[config.mk]
export PLATFORM = sky130hd
export DESIGN_NAME = imt_sequencer
export DESIGN_NICKNAME = d
export VERILOG_FILES = /design/src/pkg/imt_pkg.sv /design/src/logic/imt_sequencer.sv
export SDC_FILE = /design/constraint.sdc
export NUM_CORES = 1
export LEC_CHECK = 0
export ABC_CLOCK_PERIOD_IN_PS = 3000
export CORE_ASPECT_RATIO = 1.25
export CORE_UTILIZATION = 25
export CTS_CLUSTER_SIZE = 16
export DETAILED_ROUTE_END_ITERATION = 8
export DONT_BUFFER_PORTS = 1
export GPL_TIMING_DRIVEN = 1
export PLACE_DENSITY_LB_ADDON = 0.05
export SYNTH_ARGS = -nofsm -noshare
export SYNTH_HDL_FRONTEND = slang
export SYNTH_SLANG_ARGS = --single-unit
[constraint.sdc]
create_clock -name clk_in -period 3 [get_ports clk_in]
set_input_delay 0.15 -clock clk_in [delete_from_list [all_inputs] [get_ports clk_in]]
set_output_delay 0.15 -clock clk_in [all_outputs]
set_load 0.02 [all_outputs]
[src/pkg/imt_pkg.sv]
// Constants, status codes and state types for the two-wire master transmit sequencer
package imt_pkg;
  // System clock period and bus phase times in ns
  localparam int CLK_NS = 40;
  localparam int T_HALF_NS = 5000;
  localparam int T_BUF_NS = 4700;
  localparam int CNT_W = 8;
  // Least times round up to whole cycles
  localparam logic [CNT_W-1:0] HALF_CNT = CNT_W'((T_HALF_NS + CLK_NS - 1) / CLK_NS);
  localparam logic [CNT_W-1:0] BUF_CNT = CNT_W'((T_BUF_NS + CLK_NS - 1) / CLK_NS);
  localparam logic [CNT_W-1:0] SETUP_CNT = 8'h02;
  // Bit slots within a byte
  localparam logic [3:0] BIT_LAST = 4'h7;
  localparam logic [3:0] BIT_ACK = 4'h8;
  // Address patterns
  localparam logic [4:0] TENBIT_TAG = 5'h1e;
  localparam logic [6:0] GC_ADDR = 7'h00;
  // Status codes
  localparam logic [7:0] CODE_IDLE = 8'hf8;
  localparam logic [7:0] CODE_START = 8'h08;
  localparam logic [7:0] CODE_RSTART = 8'h10;
  localparam logic [7:0] CODE_ADDR_ACK = 8'h18;
  localparam logic [7:0] CODE_ADDR_NACK = 8'h20;
  localparam logic [7:0] CODE_DATA_ACK = 8'h28;
  localparam logic [7:0] CODE_DATA_NACK = 8'h30;
  localparam logic [7:0] CODE_ARB = 8'h38;
  localparam logic [7:0] CODE_SL_RX = 8'h68;
  localparam logic [7:0] CODE_GCALL = 8'h78;
  localparam logic [7:0] CODE_SRX_ACK = 8'h80;
  localparam logic [7:0] CODE_SRX_NACK = 8'h88;
  localparam logic [7:0] CODE_SL_TX = 8'hb0;
  localparam logic [7:0] CODE_STX_ACK = 8'hb8;
  localparam logic [7:0] CODE_STX_LAST = 8'hc8;
  localparam logic [7:0] CODE_XADDR_ACK = 8'hd0;
  localparam logic [7:0] CODE_XADDR_NACK = 8'hd8;
  // Sequencer states, Gray from ST_IDLE to ST_BIT_HIGH; ST_BIT_HIGH back to ST_BIT_LOW flips two bits
  typedef enum logic [3:0] {
    ST_IDLE = 4'h0, ST_WAIT_FREE = 4'h1, ST_START_A = 4'h3, ST_START_B = 4'h2,
    ST_HOLD = 4'h6, ST_BIT_LOW = 4'h7, ST_BIT_RISE = 4'h5, ST_BIT_HIGH = 4'h4,
    ST_STOP_A = 4'hc, ST_STOP_B = 4'hd, ST_RS_A = 4'hf, ST_RS_B = 4'he
  } imt_state_e;
  // Kind of byte being moved
  typedef enum logic [2:0] {
    K_ADDR = 3'h0, K_XADDR = 3'h1, K_DATA = 3'h2, K_SRX = 3'h3, K_STX = 3'h4
  } imt_kind_e;
endpackage

[src/logic/imt_sequencer.sv]
// Two-wire bus master transmit sequencer with arbitration fallback to slave
// How it works
// - Begin request waits for free bus, sends START
// - After START set flag, post 08h
// - No progress while flag set; software clears
// - After address post 18h ack, 20h nack
// - After 18h/20h: byte, restart, stop, both
// - Ten-bit second address byte posts D0h/D8h
// - Arbitration lost posts 38h; idle or restart
// - Own write address 68h, general call 78h
// - Own read address posts B0h, send bytes
// - Repeated START posts 10h instead of 08h
// - Data byte posts 28h/30h, loss 38h
// - After 28h/30h: byte, restart, stop, both
// - Stop request sends STOP, self-clears, idles
// - Acknowledge enable picks ACK or NACK
// - Address loss switches to slave recognition
`timescale 1ns/1ps
module imt_sequencer (
  input wire logic clk_in,
  input wire logic resetn_in,
  input wire logic scl_in,
  output logic scl_out,
  output logic scl_oe_n_out,
  input wire logic sda_in,
  output logic sda_out,
  output logic sda_oe_n_out,
  input wire logic begin_set_in,
  input wire logic stop_set_in,
  input wire logic flag_clear_in,
  input wire logic byte_wr_in,
  input wire logic [7:0] byte_in,
  input wire logic acknowledge_enable_in,
  input wire logic general_call_enable_in,
  input wire logic [6:0] own_address_in,
  output logic begin_condition_request_out,
  output logic stop_condition_request_out,
  output logic transfer_event_flag_out,
  output logic irq_out,
  output logic [7:0] state_code_out,
  output logic [7:0] rx_byte_out,
  output logic bus_busy_out
);
  import imt_pkg::*;

  imt_state_e state_reg, state_next;
  imt_kind_e kind_reg, kind_next;
  logic [imt_pkg::CNT_W-1:0] cnt_reg, cnt_next, free_reg, free_next;
  logic [3:0] bit_reg, bit_next;
  logic [7:0] code_reg, post_code, byte_reg, tx_sh_reg, rx_sh_reg, slv_code_reg, slv_code_next;
  logic scl_s1_reg, scl_s2_reg, scl_s3_reg, sda_s1_reg, sda_s2_reg, sda_s3_reg;
  logic flag_reg, sta_reg, stp_reg, busy_reg, master_reg, slave_reg, rs_reg, ten_reg;
  logic master_next, slave_next, rs_next, ten_next;
  logic ack_drv_reg, ack_drv_next, ack_rx_reg, ack_rx_next;
  logic scl_oe_n_reg, sda_oe_n_reg, scl_low_next, sda_low_next;
  logic post, sta_clr, stp_clr, load_tx, shift_in, arb_lost;

  // Pin sampling: two flops before use, third for edge history
  always_ff @(posedge clk_in) begin
    if (!resetn_in) begin
      {scl_s1_reg, scl_s2_reg, scl_s3_reg} <= 3'h7;
      {sda_s1_reg, sda_s2_reg, sda_s3_reg} <= 3'h7;
    end else begin
      {scl_s1_reg, scl_s2_reg, scl_s3_reg} <= {scl_in, scl_s1_reg, scl_s2_reg};
      {sda_s1_reg, sda_s2_reg, sda_s3_reg} <= {sda_in, sda_s1_reg, sda_s2_reg};
    end
  end

  // Bus conditions seen on the wires, ours included
  wire start_seen = scl_s2_reg & scl_s3_reg & sda_s3_reg & ~sda_s2_reg;
  wire stop_seen = scl_s2_reg & scl_s3_reg & ~sda_s3_reg & sda_s2_reg;
  wire bus_free = (free_reg == BUF_CNT);
  wire half_done = (cnt_reg == HALF_CNT);
  // Slave follows the other master's clock instead of timing the high phase
  wire high_done = master_reg ? half_done : ~scl_s2_reg;
  wire byte_end = (state_reg == ST_BIT_HIGH) && (bit_reg == BIT_ACK) && high_done;
  wire tx_kind = (kind_reg == K_ADDR) || (kind_reg == K_XADDR) || (kind_reg == K_DATA);
  wire tx_active = (kind_reg == K_STX) || (master_reg && tx_kind);
  wire tx_one = tx_active && (bit_reg != BIT_ACK) && tx_sh_reg[7];
  wire [7:0] byte_now = {rx_sh_reg[6:0], sda_s2_reg};
  wire addr_hit = (byte_now[7:1] == own_address_in);
  wire gc_hit = (byte_now[7:1] == GC_ADDR) && !byte_now[0] && general_call_enable_in;
  wire code_after_addr = (code_reg == CODE_ADDR_ACK) || (code_reg == CODE_ADDR_NACK);
  wire ten_tag = (byte_reg[7:3] == TENBIT_TAG);
  wire timed_wait = (state_reg == ST_RS_B) || (state_reg == ST_STOP_B);

  // Sequencer next state and side effects
  always_comb begin
    state_next = state_reg;
    kind_next = kind_reg;
    bit_next = bit_reg;
    post = 1'b0;
    post_code = code_reg;
    master_next = master_reg;
    slave_next = slave_reg;
    rs_next = rs_reg;
    ten_next = ten_reg;
    sta_clr = 1'b0;
    stp_clr = 1'b0;
    load_tx = 1'b0;
    shift_in = 1'b0;
    arb_lost = 1'b0;
    ack_drv_next = ack_drv_reg;
    ack_rx_next = ack_rx_reg;
    slv_code_next = slv_code_reg;
    case (state_reg)
      ST_IDLE: begin
        if (sta_reg) state_next = ST_WAIT_FREE;
      end
      ST_WAIT_FREE: begin
        if (bus_free) begin
          state_next = ST_START_A;
          master_next = 1'b1;
          slave_next = 1'b0;
          rs_next = 1'b0;
          sta_clr = 1'b1;
        end
      end
      ST_START_A: begin
        if (half_done) state_next = ST_START_B;
      end
      ST_START_B: begin
        if (half_done) begin
          state_next = ST_HOLD;
          post = 1'b1;
          post_code = rs_reg ? CODE_RSTART : CODE_START;
        end
      end
      ST_HOLD: begin
        if (!flag_reg) begin
          bit_next = '0;
          case (code_reg)
            CODE_START, CODE_RSTART: begin
              kind_next = K_ADDR;
              load_tx = 1'b1;
              ten_next = ten_tag;
              state_next = ST_BIT_LOW;
            end
            CODE_ADDR_ACK, CODE_ADDR_NACK, CODE_XADDR_ACK, CODE_XADDR_NACK, CODE_DATA_ACK, CODE_DATA_NACK: begin
              // Both requests: STOP first, the pending begin then sends a new START (08h), not a repeated one
              if (stp_reg) state_next = ST_STOP_A;
              else if (sta_reg) state_next = ST_RS_A;
              else begin
                load_tx = 1'b1;
                kind_next = (ten_reg && code_after_addr) ? K_XADDR : K_DATA;
                state_next = ST_BIT_LOW;
              end
            end
            CODE_SL_RX, CODE_GCALL, CODE_SRX_ACK, CODE_SRX_NACK: begin
              kind_next = K_SRX;
              state_next = ST_BIT_LOW;
            end
            CODE_SL_TX, CODE_STX_ACK: begin
              kind_next = K_STX;
              load_tx = 1'b1;
              state_next = ST_BIT_LOW;
            end
            default: begin
              state_next = sta_reg ? ST_WAIT_FREE : ST_IDLE;
              master_next = 1'b0;
              slave_next = 1'b0;
            end
          endcase
        end
      end
      ST_BIT_LOW: begin
        if (master_reg ? half_done : (cnt_reg == SETUP_CNT)) state_next = ST_BIT_RISE;
      end
      ST_BIT_RISE: begin
        if (scl_s2_reg) begin
          state_next = ST_BIT_HIGH;
          shift_in = (bit_reg != BIT_ACK);
          if (bit_reg == BIT_ACK) ack_rx_next = ~sda_s2_reg;
          if (bit_reg == BIT_LAST) begin
            if (kind_reg == K_SRX) ack_drv_next = acknowledge_enable_in;
            else if (kind_reg == K_ADDR && !master_reg) ack_drv_next = addr_hit | gc_hit;
            else ack_drv_next = 1'b0;
            slv_code_next = addr_hit ? (byte_now[0] ? CODE_SL_TX : CODE_SL_RX) : CODE_GCALL;
          end
          if (master_reg && tx_one && !sda_s2_reg) begin
            arb_lost = 1'b1;
            master_next = 1'b0;
            if (kind_reg == K_ADDR) begin
              slave_next = 1'b1;
              if (bit_reg == BIT_LAST) ack_drv_next = addr_hit | gc_hit;
            end else begin
              state_next = ST_HOLD;
              post = 1'b1;
              post_code = CODE_ARB;
            end
          end
        end
      end
      ST_BIT_HIGH: begin
        if (high_done) begin
          if (bit_reg == BIT_ACK) begin
            state_next = ST_HOLD;
            post = 1'b1;
            case (kind_reg)
              K_ADDR: begin
                if (slave_reg) begin
                  post_code = ack_drv_reg ? slv_code_reg : CODE_ARB;
                  slave_next = ack_drv_reg;
                end else post_code = ack_rx_reg ? CODE_ADDR_ACK : CODE_ADDR_NACK;
              end
              K_XADDR: begin
                post_code = ack_rx_reg ? CODE_XADDR_ACK : CODE_XADDR_NACK;
                ten_next = 1'b0;
              end
              K_DATA: post_code = ack_rx_reg ? CODE_DATA_ACK : CODE_DATA_NACK;
              K_SRX: post_code = ack_drv_reg ? CODE_SRX_ACK : CODE_SRX_NACK;
              K_STX: post_code = ack_rx_reg ? CODE_STX_ACK : CODE_STX_LAST;
              default: post_code = CODE_ARB;
            endcase
          end else begin
            bit_next = bit_reg + 4'h1;
            state_next = ST_BIT_LOW;
          end
        end
      end
      ST_STOP_A: begin
        if (half_done) state_next = ST_STOP_B;
      end
      ST_STOP_B: begin
        if (half_done) begin
          state_next = sta_reg ? ST_WAIT_FREE : ST_IDLE;
          stp_clr = 1'b1;
          master_next = 1'b0;
        end
      end
      ST_RS_A: begin
        if (half_done) state_next = ST_RS_B;
      end
      ST_RS_B: begin
        if (half_done) begin
          state_next = ST_START_A;
          rs_next = 1'b1;
          sta_clr = 1'b1;
        end
      end
      default: state_next = ST_IDLE;
    endcase
    // A remote STOP ends a slave transfer in flight, except while it waits in ST_HOLD
    if (slave_reg && stop_seen && state_reg != ST_HOLD) begin
      state_next = ST_IDLE;
      slave_next = 1'b0;
    end
  end

  // Pin drive: open drain, so only the enables carry data
  always_comb begin
    scl_low_next = 1'b0;
    sda_low_next = 1'b0;
    case (state_reg)
      ST_START_A, ST_STOP_B: sda_low_next = 1'b1;
      ST_START_B, ST_STOP_A: begin
        scl_low_next = 1'b1;
        sda_low_next = 1'b1;
      end
      ST_RS_A: scl_low_next = 1'b1;
      ST_HOLD: scl_low_next = master_reg | slave_reg;
      ST_BIT_LOW: begin
        scl_low_next = master_reg | slave_reg;
        // Data moves one cycle after the clock fell, for hold time
        if (cnt_reg == '0) sda_low_next = ~sda_oe_n_reg;
        else sda_low_next = (bit_reg == BIT_ACK) ? ack_drv_reg : (tx_active & ~tx_sh_reg[7]);
      end
      ST_BIT_RISE, ST_BIT_HIGH: begin
        sda_low_next = (bit_reg == BIT_ACK) ? ack_drv_reg : (tx_active & ~tx_sh_reg[7]);
        if (arb_lost) sda_low_next = 1'b0;
      end
      default: begin
        scl_low_next = 1'b0;
        sda_low_next = 1'b0;
      end
    endcase
  end

  // Phase counter restarts on every state change; waits count only with SCL high
  assign cnt_next = ((state_next != state_reg) || (timed_wait && !scl_s2_reg)) ? '0 : cnt_reg + 8'h01;
  // Bus free timer: busy between START and STOP, then both lines high long enough
  assign free_next = (busy_reg || !scl_s2_reg || !sda_s2_reg) ? '0 : (bus_free ? free_reg : free_reg + 8'h01);

  // Sequencer registers
  always_ff @(posedge clk_in) begin
    if (!resetn_in) begin
      state_reg <= ST_IDLE;
      kind_reg <= K_ADDR;
      cnt_reg <= '0;
      bit_reg <= '0;
      master_reg <= 1'b0;
      slave_reg <= 1'b0;
      rs_reg <= 1'b0;
      ten_reg <= 1'b0;
      ack_drv_reg <= 1'b0;
      ack_rx_reg <= 1'b0;
      slv_code_reg <= CODE_ARB;
      scl_oe_n_reg <= 1'b1;
      sda_oe_n_reg <= 1'b1;
    end else begin
      state_reg <= state_next;
      kind_reg <= kind_next;
      cnt_reg <= cnt_next;
      bit_reg <= bit_next;
      master_reg <= master_next;
      slave_reg <= slave_next;
      rs_reg <= rs_next;
      ten_reg <= ten_next;
      ack_drv_reg <= ack_drv_next;
      ack_rx_reg <= ack_rx_next;
      slv_code_reg <= slv_code_next;
      scl_oe_n_reg <= ~scl_low_next;
      sda_oe_n_reg <= ~sda_low_next;
    end
  end

  // Software-facing bits: a set wins over a clear in the same cycle
  always_ff @(posedge clk_in) begin
    if (!resetn_in) begin
      flag_reg <= 1'b0;
      code_reg <= CODE_IDLE;
      sta_reg <= 1'b0;
      stp_reg <= 1'b0;
      busy_reg <= 1'b0;
      free_reg <= '0;
    end else begin
      flag_reg <= post | (flag_reg & ~flag_clear_in);
      if (post) code_reg <= post_code;
      sta_reg <= begin_set_in | (sta_reg & ~sta_clr);
      stp_reg <= stop_set_in | (stp_reg & ~stp_clr);
      busy_reg <= start_seen | (busy_reg & ~stop_seen);
      free_reg <= free_next;
    end
  end

  // Byte paths; the software byte register is the only writer-loaded store
  always_ff @(posedge clk_in) begin
    if (!resetn_in) begin
      byte_reg <= '0;
      tx_sh_reg <= '0;
      rx_sh_reg <= '0;
    end else begin
      if (byte_wr_in) byte_reg <= byte_in;
      if (load_tx) tx_sh_reg <= byte_reg;
      else if (state_reg == ST_BIT_HIGH && high_done && bit_reg != BIT_ACK) tx_sh_reg <= {tx_sh_reg[6:0], 1'b0};
      if (shift_in) rx_sh_reg <= byte_now;
    end
  end

  assign scl_out = 1'b0;
  assign sda_out = 1'b0;
  assign scl_oe_n_out = scl_oe_n_reg;
  assign sda_oe_n_out = sda_oe_n_reg;
  assign begin_condition_request_out = sta_reg;
  assign stop_condition_request_out = stp_reg;
  assign transfer_event_flag_out = flag_reg;
  assign irq_out = flag_reg;
  assign state_code_out = code_reg;
  assign rx_byte_out = rx_sh_reg;
  assign bus_busy_out = busy_reg;
endmodule

Word level (Yosys, flattened, before mapping)
Cells that the tools add are included.
{"block": "totals", "wordCells": 283, "output_inout_bits": 25, "input_bits": 25, "regBits": 85}
{"block": "op_classes", "eq_ne": 57, "addsub": 3, "muxes": 106, "n_reduce_logical": 60, "bitwise_logic": 29}
{"op": "8-bit two-way mux", "count": 12}
{"op": "4-bit two-way mux", "count": 20}
{"op": "1-bit two-way mux", "count": 50}
{"op": "8-bit == test (second input constant)", "count": 6}
{"op": "4-bit one-hot mux with 12 select lines", "count": 1}
{"op": "8-bit one-hot mux with 5 select lines", "count": 1}
{"op": "8-bit by 7-bit == test with 1-bit output (second input constant)", "count": 4}
{"op": "2-bit != test (second input constant)", "count": 14}
{"op": "8-bit by 6-bit == test with 1-bit output (second input constant)", "count": 3}
{"op": "8-bit one-hot mux with 3 select lines", "count": 1}
{"op": "4-bit by 3-bit == test with 1-bit output (second input constant)", "count": 5}
{"op": "4-bit == test (second input constant)", "count": 5}
{"op": "8-bit by 1-bit adder with 8-bit output (second input constant)", "count": 2}
{"op": "8-bit by 5-bit == test with 1-bit output (second input constant)", "count": 2}
{"op": "4-bit one-hot mux with 2 select lines", "count": 2}
{"op": "1-bit logical AND", "count": 14}
{"op": "14-bit OR reduction", "count": 1}
{"op": "2-bit OR reduction", "count": 7}
{"op": "1-bit NOT", "count": 13}
{"op": "3-bit one-hot mux with 4 select lines", "count": 1}
{"op": "4-bit nonzero test", "count": 3}
{"op": "4-bit OR reduction", "count": 3}
{"op": "1-bit AND", "count": 10}
{"op": "5-bit two-way mux", "count": 2}
{"op": "other kinds (41)", "count": 73}

Depth between registers and ports, before layout
{"block": "depth", "word_depth": 16, "ltp_mapped": 10, "depth_no_buf": 9}

Least setup slack after synthesis
OpenSTA, ideal clock, no wires.
{"block": "synth_timing", "path_kind": "flip-flop to flip-flop", "start": "register bit_reg[0]", "end": "register cnt_reg[2] (netlist bit)", "setup_slack_ns": 0.703, "period_less_slack_ns": 2.297, "arrival_time_ns": 2.177, "required_ns": 2.880, "setup_time_ns": 0.120, "stages_incl_launch_ff": 11, "path_buffers": 1, "cell_sequence": "dfxtp_1 -> inv_1 -> ha_1 -> and3b_1 -> buf_6 -> or4_4 -> nor3_4 -> nor2_1 -> a311o_1 -> nand4_4 -> nor3_1"}
{"block": "synth_between", "elab_chain_cells": 12, "elab_cells_between_ends": 15, "classes_between": "eq/ne (3); mux (6); reduce/logical (6)"}
{"item": "start: declaration", "line": "imt_sequencer.sv:49", "rtl": "logic [3:0] bit_reg, bit_next;"}
{"item": "start signal: assignment", "line": "imt_sequencer.sv:304", "rtl": "bit_reg <= bit_next;"}
{"item": "4-bit != test", "line": "imt_sequencer.sv:79", "rtl": "wire tx_one = tx_active && (bit_reg != BIT_ACK) && tx_sh_reg[7];"}
{"item": "1-bit logical AND (2 in a row)", "line": "imt_sequencer.sv:79"}
{"item": "1-bit logical AND (2 in a row)", "line": "imt_sequencer.sv:180", "rtl": "if (master_reg && tx_one && !sda_s2_reg) begin"}
{"item": "2-bit two-way mux", "line": "imt_sequencer.sv:180"}
{"item": "4-bit two-way mux", "line": "imt_sequencer.sv:170", "rtl": "if (scl_s2_reg) begin"}
{"item": "4-bit one-hot mux with 12 select lines *", "line": "imt_sequencer.sv:106", "rtl": "case (state_reg)"}
{"item": "4-bit two-way mux *", "line": "imt_sequencer.sv:244", "rtl": "if (slave_reg && stop_seen && state_reg != ST_HOLD) begin"}
{"item": "4-bit != test *", "line": "imt_sequencer.sv:280", "rtl": "assign cnt_next = ((state_next != state_reg) || (timed_wait && !scl_s2_reg)) ? '0 : cnt_reg + 8'h01;"}
{"item": "1-bit logical OR *", "line": "imt_sequencer.sv:280"}
{"item": "2-bit OR reduction (no line) *"}
{"item": "end signal: assignment", "line": "imt_sequencer.sv:303", "rtl": "cnt_reg <= cnt_next;"}
{"item": "end: declaration", "line": "imt_sequencer.sv:48", "rtl": "logic [imt_pkg::CNT_W-1:0] cnt_reg, cnt_next, free_reg, free_next;"}
Mark *: on every way between the ends. The rest lies on a longest branch, timed or not.
A chain may end at the register's enable or synchronous reset.

Worst setup path after layout
{"block": "layout_timing", "start": "register state_reg[2]", "end": "register kind_reg[2]"}
{"block": "layout_between", "elab_chain_cells": 2}
{"item": "start: declaration", "line": "imt_sequencer.sv:46", "rtl": "imt_state_e state_reg, state_next;"}
{"item": "start signal: assignment", "line": "imt_sequencer.sv:301", "rtl": "state_reg <= state_next;"}
{"item": "4-bit by 3-bit == test with 1-bit output", "line": "imt_sequencer.sv:106"}
{"item": "5-bit AND reduction (no line)"}
{"item": "end signal: assignment", "line": "imt_sequencer.sv:302", "rtl": "kind_reg <= kind_next;"}
{"item": "end: declaration", "line": "imt_sequencer.sv:47", "rtl": "imt_kind_e kind_reg, kind_next;"}
No other way between the ends.

==> flow_summary.toml <==
[global_routing]
grt_max_degree = 27
grt_use_total_pct = 15.1
grt_pass1_vias = 3823
antenna_found_initial = 0
grt-ovfl-total = 0
grt_pass1_wl_mm = 21.1

[power]
intPower_mw = 1.88
clkPwrFrac_pct = 49.3
powerDensity_mw_per_mm2 = 467
vdd_drop_max_mv = 0.222
p_sw_share_pct = 22.8
p_switching_uw = 555
fin_total_pwr_mw = 2.43
cellLeakagePower_nw = 1.98
p_comb_share_pct = 6.1
share_seq_of_total_power_pct = 44.6

[logic_synthesis]
syn_area_per_cell_um2 = 8.08
syn_inst = 546
syn_area_mm2 = 0.00441
synth_edf_count = 0
ys_warn_count = 0
synth_top_area_share_pct = 35.4
yosys-top-cells-area = "dfxtp_1 (35%), mux2i_1 (6.1%), nor2_1 (5.8%)"
synthFlopType = "dfxtp_1"
ys_types = 68
synthArstFlopShare_pct = 0
ys_ff_latch = 78
seq_area_frac_synth_pct = 35.4
yosysTopAreaCell = "dfxtp_1"

[critical_path]
r2r_slack_ns = 0.29
critPathMaxFanout = 9
arrival_ns = 2.97
crit_chain = "nand2b_1, nor3_1, nand3_1, or3_1, a21oi_1"
slowest_stage = "nor3_1"
cp-start-kind = "flip-flop"
worstRegToRegCells = 5
r2r_end = "kind_reg[2]$_SDFFE_PN0P_"
worstSetupPathType = "reg -> reg"
cpPeakStageDelay_ns = 0.74
cp-end-kind = "flip-flop"
rr_startpoint = "state_reg[2]$_SDFF_PN0_"
required_ns = 3.26

[clock_tree]
clk_pin_slew_ns = 0.06
cts_tree = "done"
htree_levels = 3
cts_root_buf = "clkbuf_16"
cts_buffers = 9
worstSkewPairLatency_ns = 0.35
clock_sinks = 78
clockBufferDepth = 2

[timing]
fmax_ghz = 0.369
period_share_pct = 90.4
relSlewSlack_pct = 29.7
tightest_slew_ns = 1.05
finalSetupTns_ns = 0
rsz0062_at_grt = "no"
layout_min_cycle_time_ns = 2.71
whs_ns = 0.0477
drv_slew = 0
fin_worst_skew_ns = 0.00825
hold_violations = 0
final-setup-viol-count = 0

[layout]
fin_nets = 595
area_growth_pct = 18.1
drive_gt1_share_pct = 8.11
fill_cells = 1838
final_cell_mix = "dfxtp_1 (78), nor2_1 (68), nand2_1 (44), a21oi_1 (28), mux2i_1 (27)"
final_common_cell = "dfxtp_1"
antenna_cells = 0

[routing]
dr.pass1.iters = 4
wl_per_cell_um = 16.4
ant_nets = 0
drcViolationCount = 0
highest_layer = "met4"
routed_wl_mm = 12.9
wl_met3_um = 473
drt-initial-drc-count = 219
wl_met1_mm = 6.31
routed-via-count = 3927
vias_per_cell = 4.99
wl_met2_mm = 5.94

[min_path]
worst_hold_path.endpoint = "bit_reg[2]$_SDFFE_PN0P_"
min-delay-start = "resetn_in"
hold_path_depth = 2
hold_class = "in -> reg"

[placement]
gp_congestion = 0.751
hpwlAfterDp_mm = 9.24
portBuffers = 0

[job]
cap_violations = 0

[floorplanning]
coreArea_mm2 = 0.0170
die-area_mm2 = 0.0182
io_pins = 50
die-height_um = 150
initial_utilization_pct = 25.9
dieWidth_um = 121
rows = 53

[run_status]
outcome = "completed"
==> per-stage QoR <==
stage                     worst slack [ns]  util [%]  std cells  instance area (um2)
after detailed placement             0.256      27.3        749                 4660
after global routing                0.0727      30.6        787                 5210
after floorplan                      0.703         -        550                 4420
after CTS                            0.257      30.5        787                 5210
final                                0.288      30.6        787                 5210
after global placement               0.195      27.3        749                 4660
==> cell usage after synthesis, types with 2 or more instances <==
master and instances:
nor2_1 68, o21a_1 4, ha_1 8, a211oi_1 13
nor2b_1 9, nor3_1 25, o32ai_1 3, xnor2_1 13
clkbuf_1 27, buf_4 6, a32oi_1 2, a22oi_1 6
inv_1 16, nand4b_1 3, o22ai_1 6, xor2_1 14
nor4_1 3, o221ai_1 3, o211ai_1 5, dfxtp_1 78
o21ai_0 20, nand2_1 44, nor3b_1 2, a31oi_1 4
and3_1 3, or3_1 3, or4_1 2, and3b_1 3
and4_1 2, mux2i_1 27, nor3_4 2, a21oi_1 28
a311oi_1 4, o31ai_1 3, nand2b_1 18, nand4_1 6
buf_2 7, nor4b_1 2, nand3_1 23, o311ai_0 3
==> final cells by class <==
cell class | count | area [um2] | area share [%]
clock buffers | 11 | 243 | 4.66
inverters | 17 | 63.8 | 1.23
well taps | 220 | 275 | 5.29
repair buffers | 43 | 378 | 7.26
flip-flops and latches | 78 | 1560 | 30.0
clock inverters | 5 | 82.6 | 1.59
multi-input cells | 413 | 2600 | 50.0
==> worst max-delay path: cells and delay by family (launching register included) <==
family,cells,cell delay [ns]
and+or+nand+nor,4,1.99
DFF,1,0.50
AOI/OAI and AO/OA,1,0.14
==> layer usage <==
metal,GRT usage [%],vias to the layer above
met1,19.9,1860
met3,3.26,11
li1,-,1978
met2,24.4,78
met4,5.06,0
met5,0,-
==> power by group through the flow <==
stage          registers [mW]  clock network, mW  logic, mW
5_1_grt                  1.09               1.28      0.168
3_5_place_dp             1.11                  0      0.117
4_1_cts                  1.09               1.25      0.150
6_report                 1.09               1.20      0.148
2_1_floorplan            1.10                  0      0.106
3_3_place_gp             1.11                  0      0.117
==> how the worst max path moves through the flow <==
stage	end	start	slack [ns]	depth (start not counted)
final	kind_reg[2]$_SDFFE_PN0P_	state_reg[2]$_SDFF_PN0_	0.29	5
after global routing	kind_reg[2]$_SDFFE_PN0P_	state_reg[2]$_SDFF_PN0_	0.07	5
after CTS	cnt_reg[5]$_SDFF_PP0_	state_reg[0]$_SDFF_PN0_	0.26	7
after detailed placement	cnt_reg[5]$_SDFF_PP0_	state_reg[0]$_SDFF_PN0_	0.26	7
after global placement	kind_reg[2]$_SDFFE_PN0P_	state_reg[2]$_SDFF_PN0_	0.19	5
after floorplan	cnt_reg[2]$_SDFF_PP0_	bit_reg[0]$_SDFFE_PN0P_	0.70	10
==> timing repair <==
item	CTS	global route
resized for setup	0	1
endpoints found under the setup margin	0	7
setup buffers	0	0
endpoints found under the hold margin	32	0
hold buffers	22	0
==> logic make-up after synthesis <==
kind of cell    Yosys count  share of synthesized area, %
buf+inv                  59                          5.90
xor+xnor                 27                          5.36
flops                    78                          35.4
compound gates          120                          18.4
simple gates            224                          25.9
fa+ha+maj                 9                          2.50
mux                      28                          6.38
other cells               1                        0.0850
(Power assumes the default switching activity.)
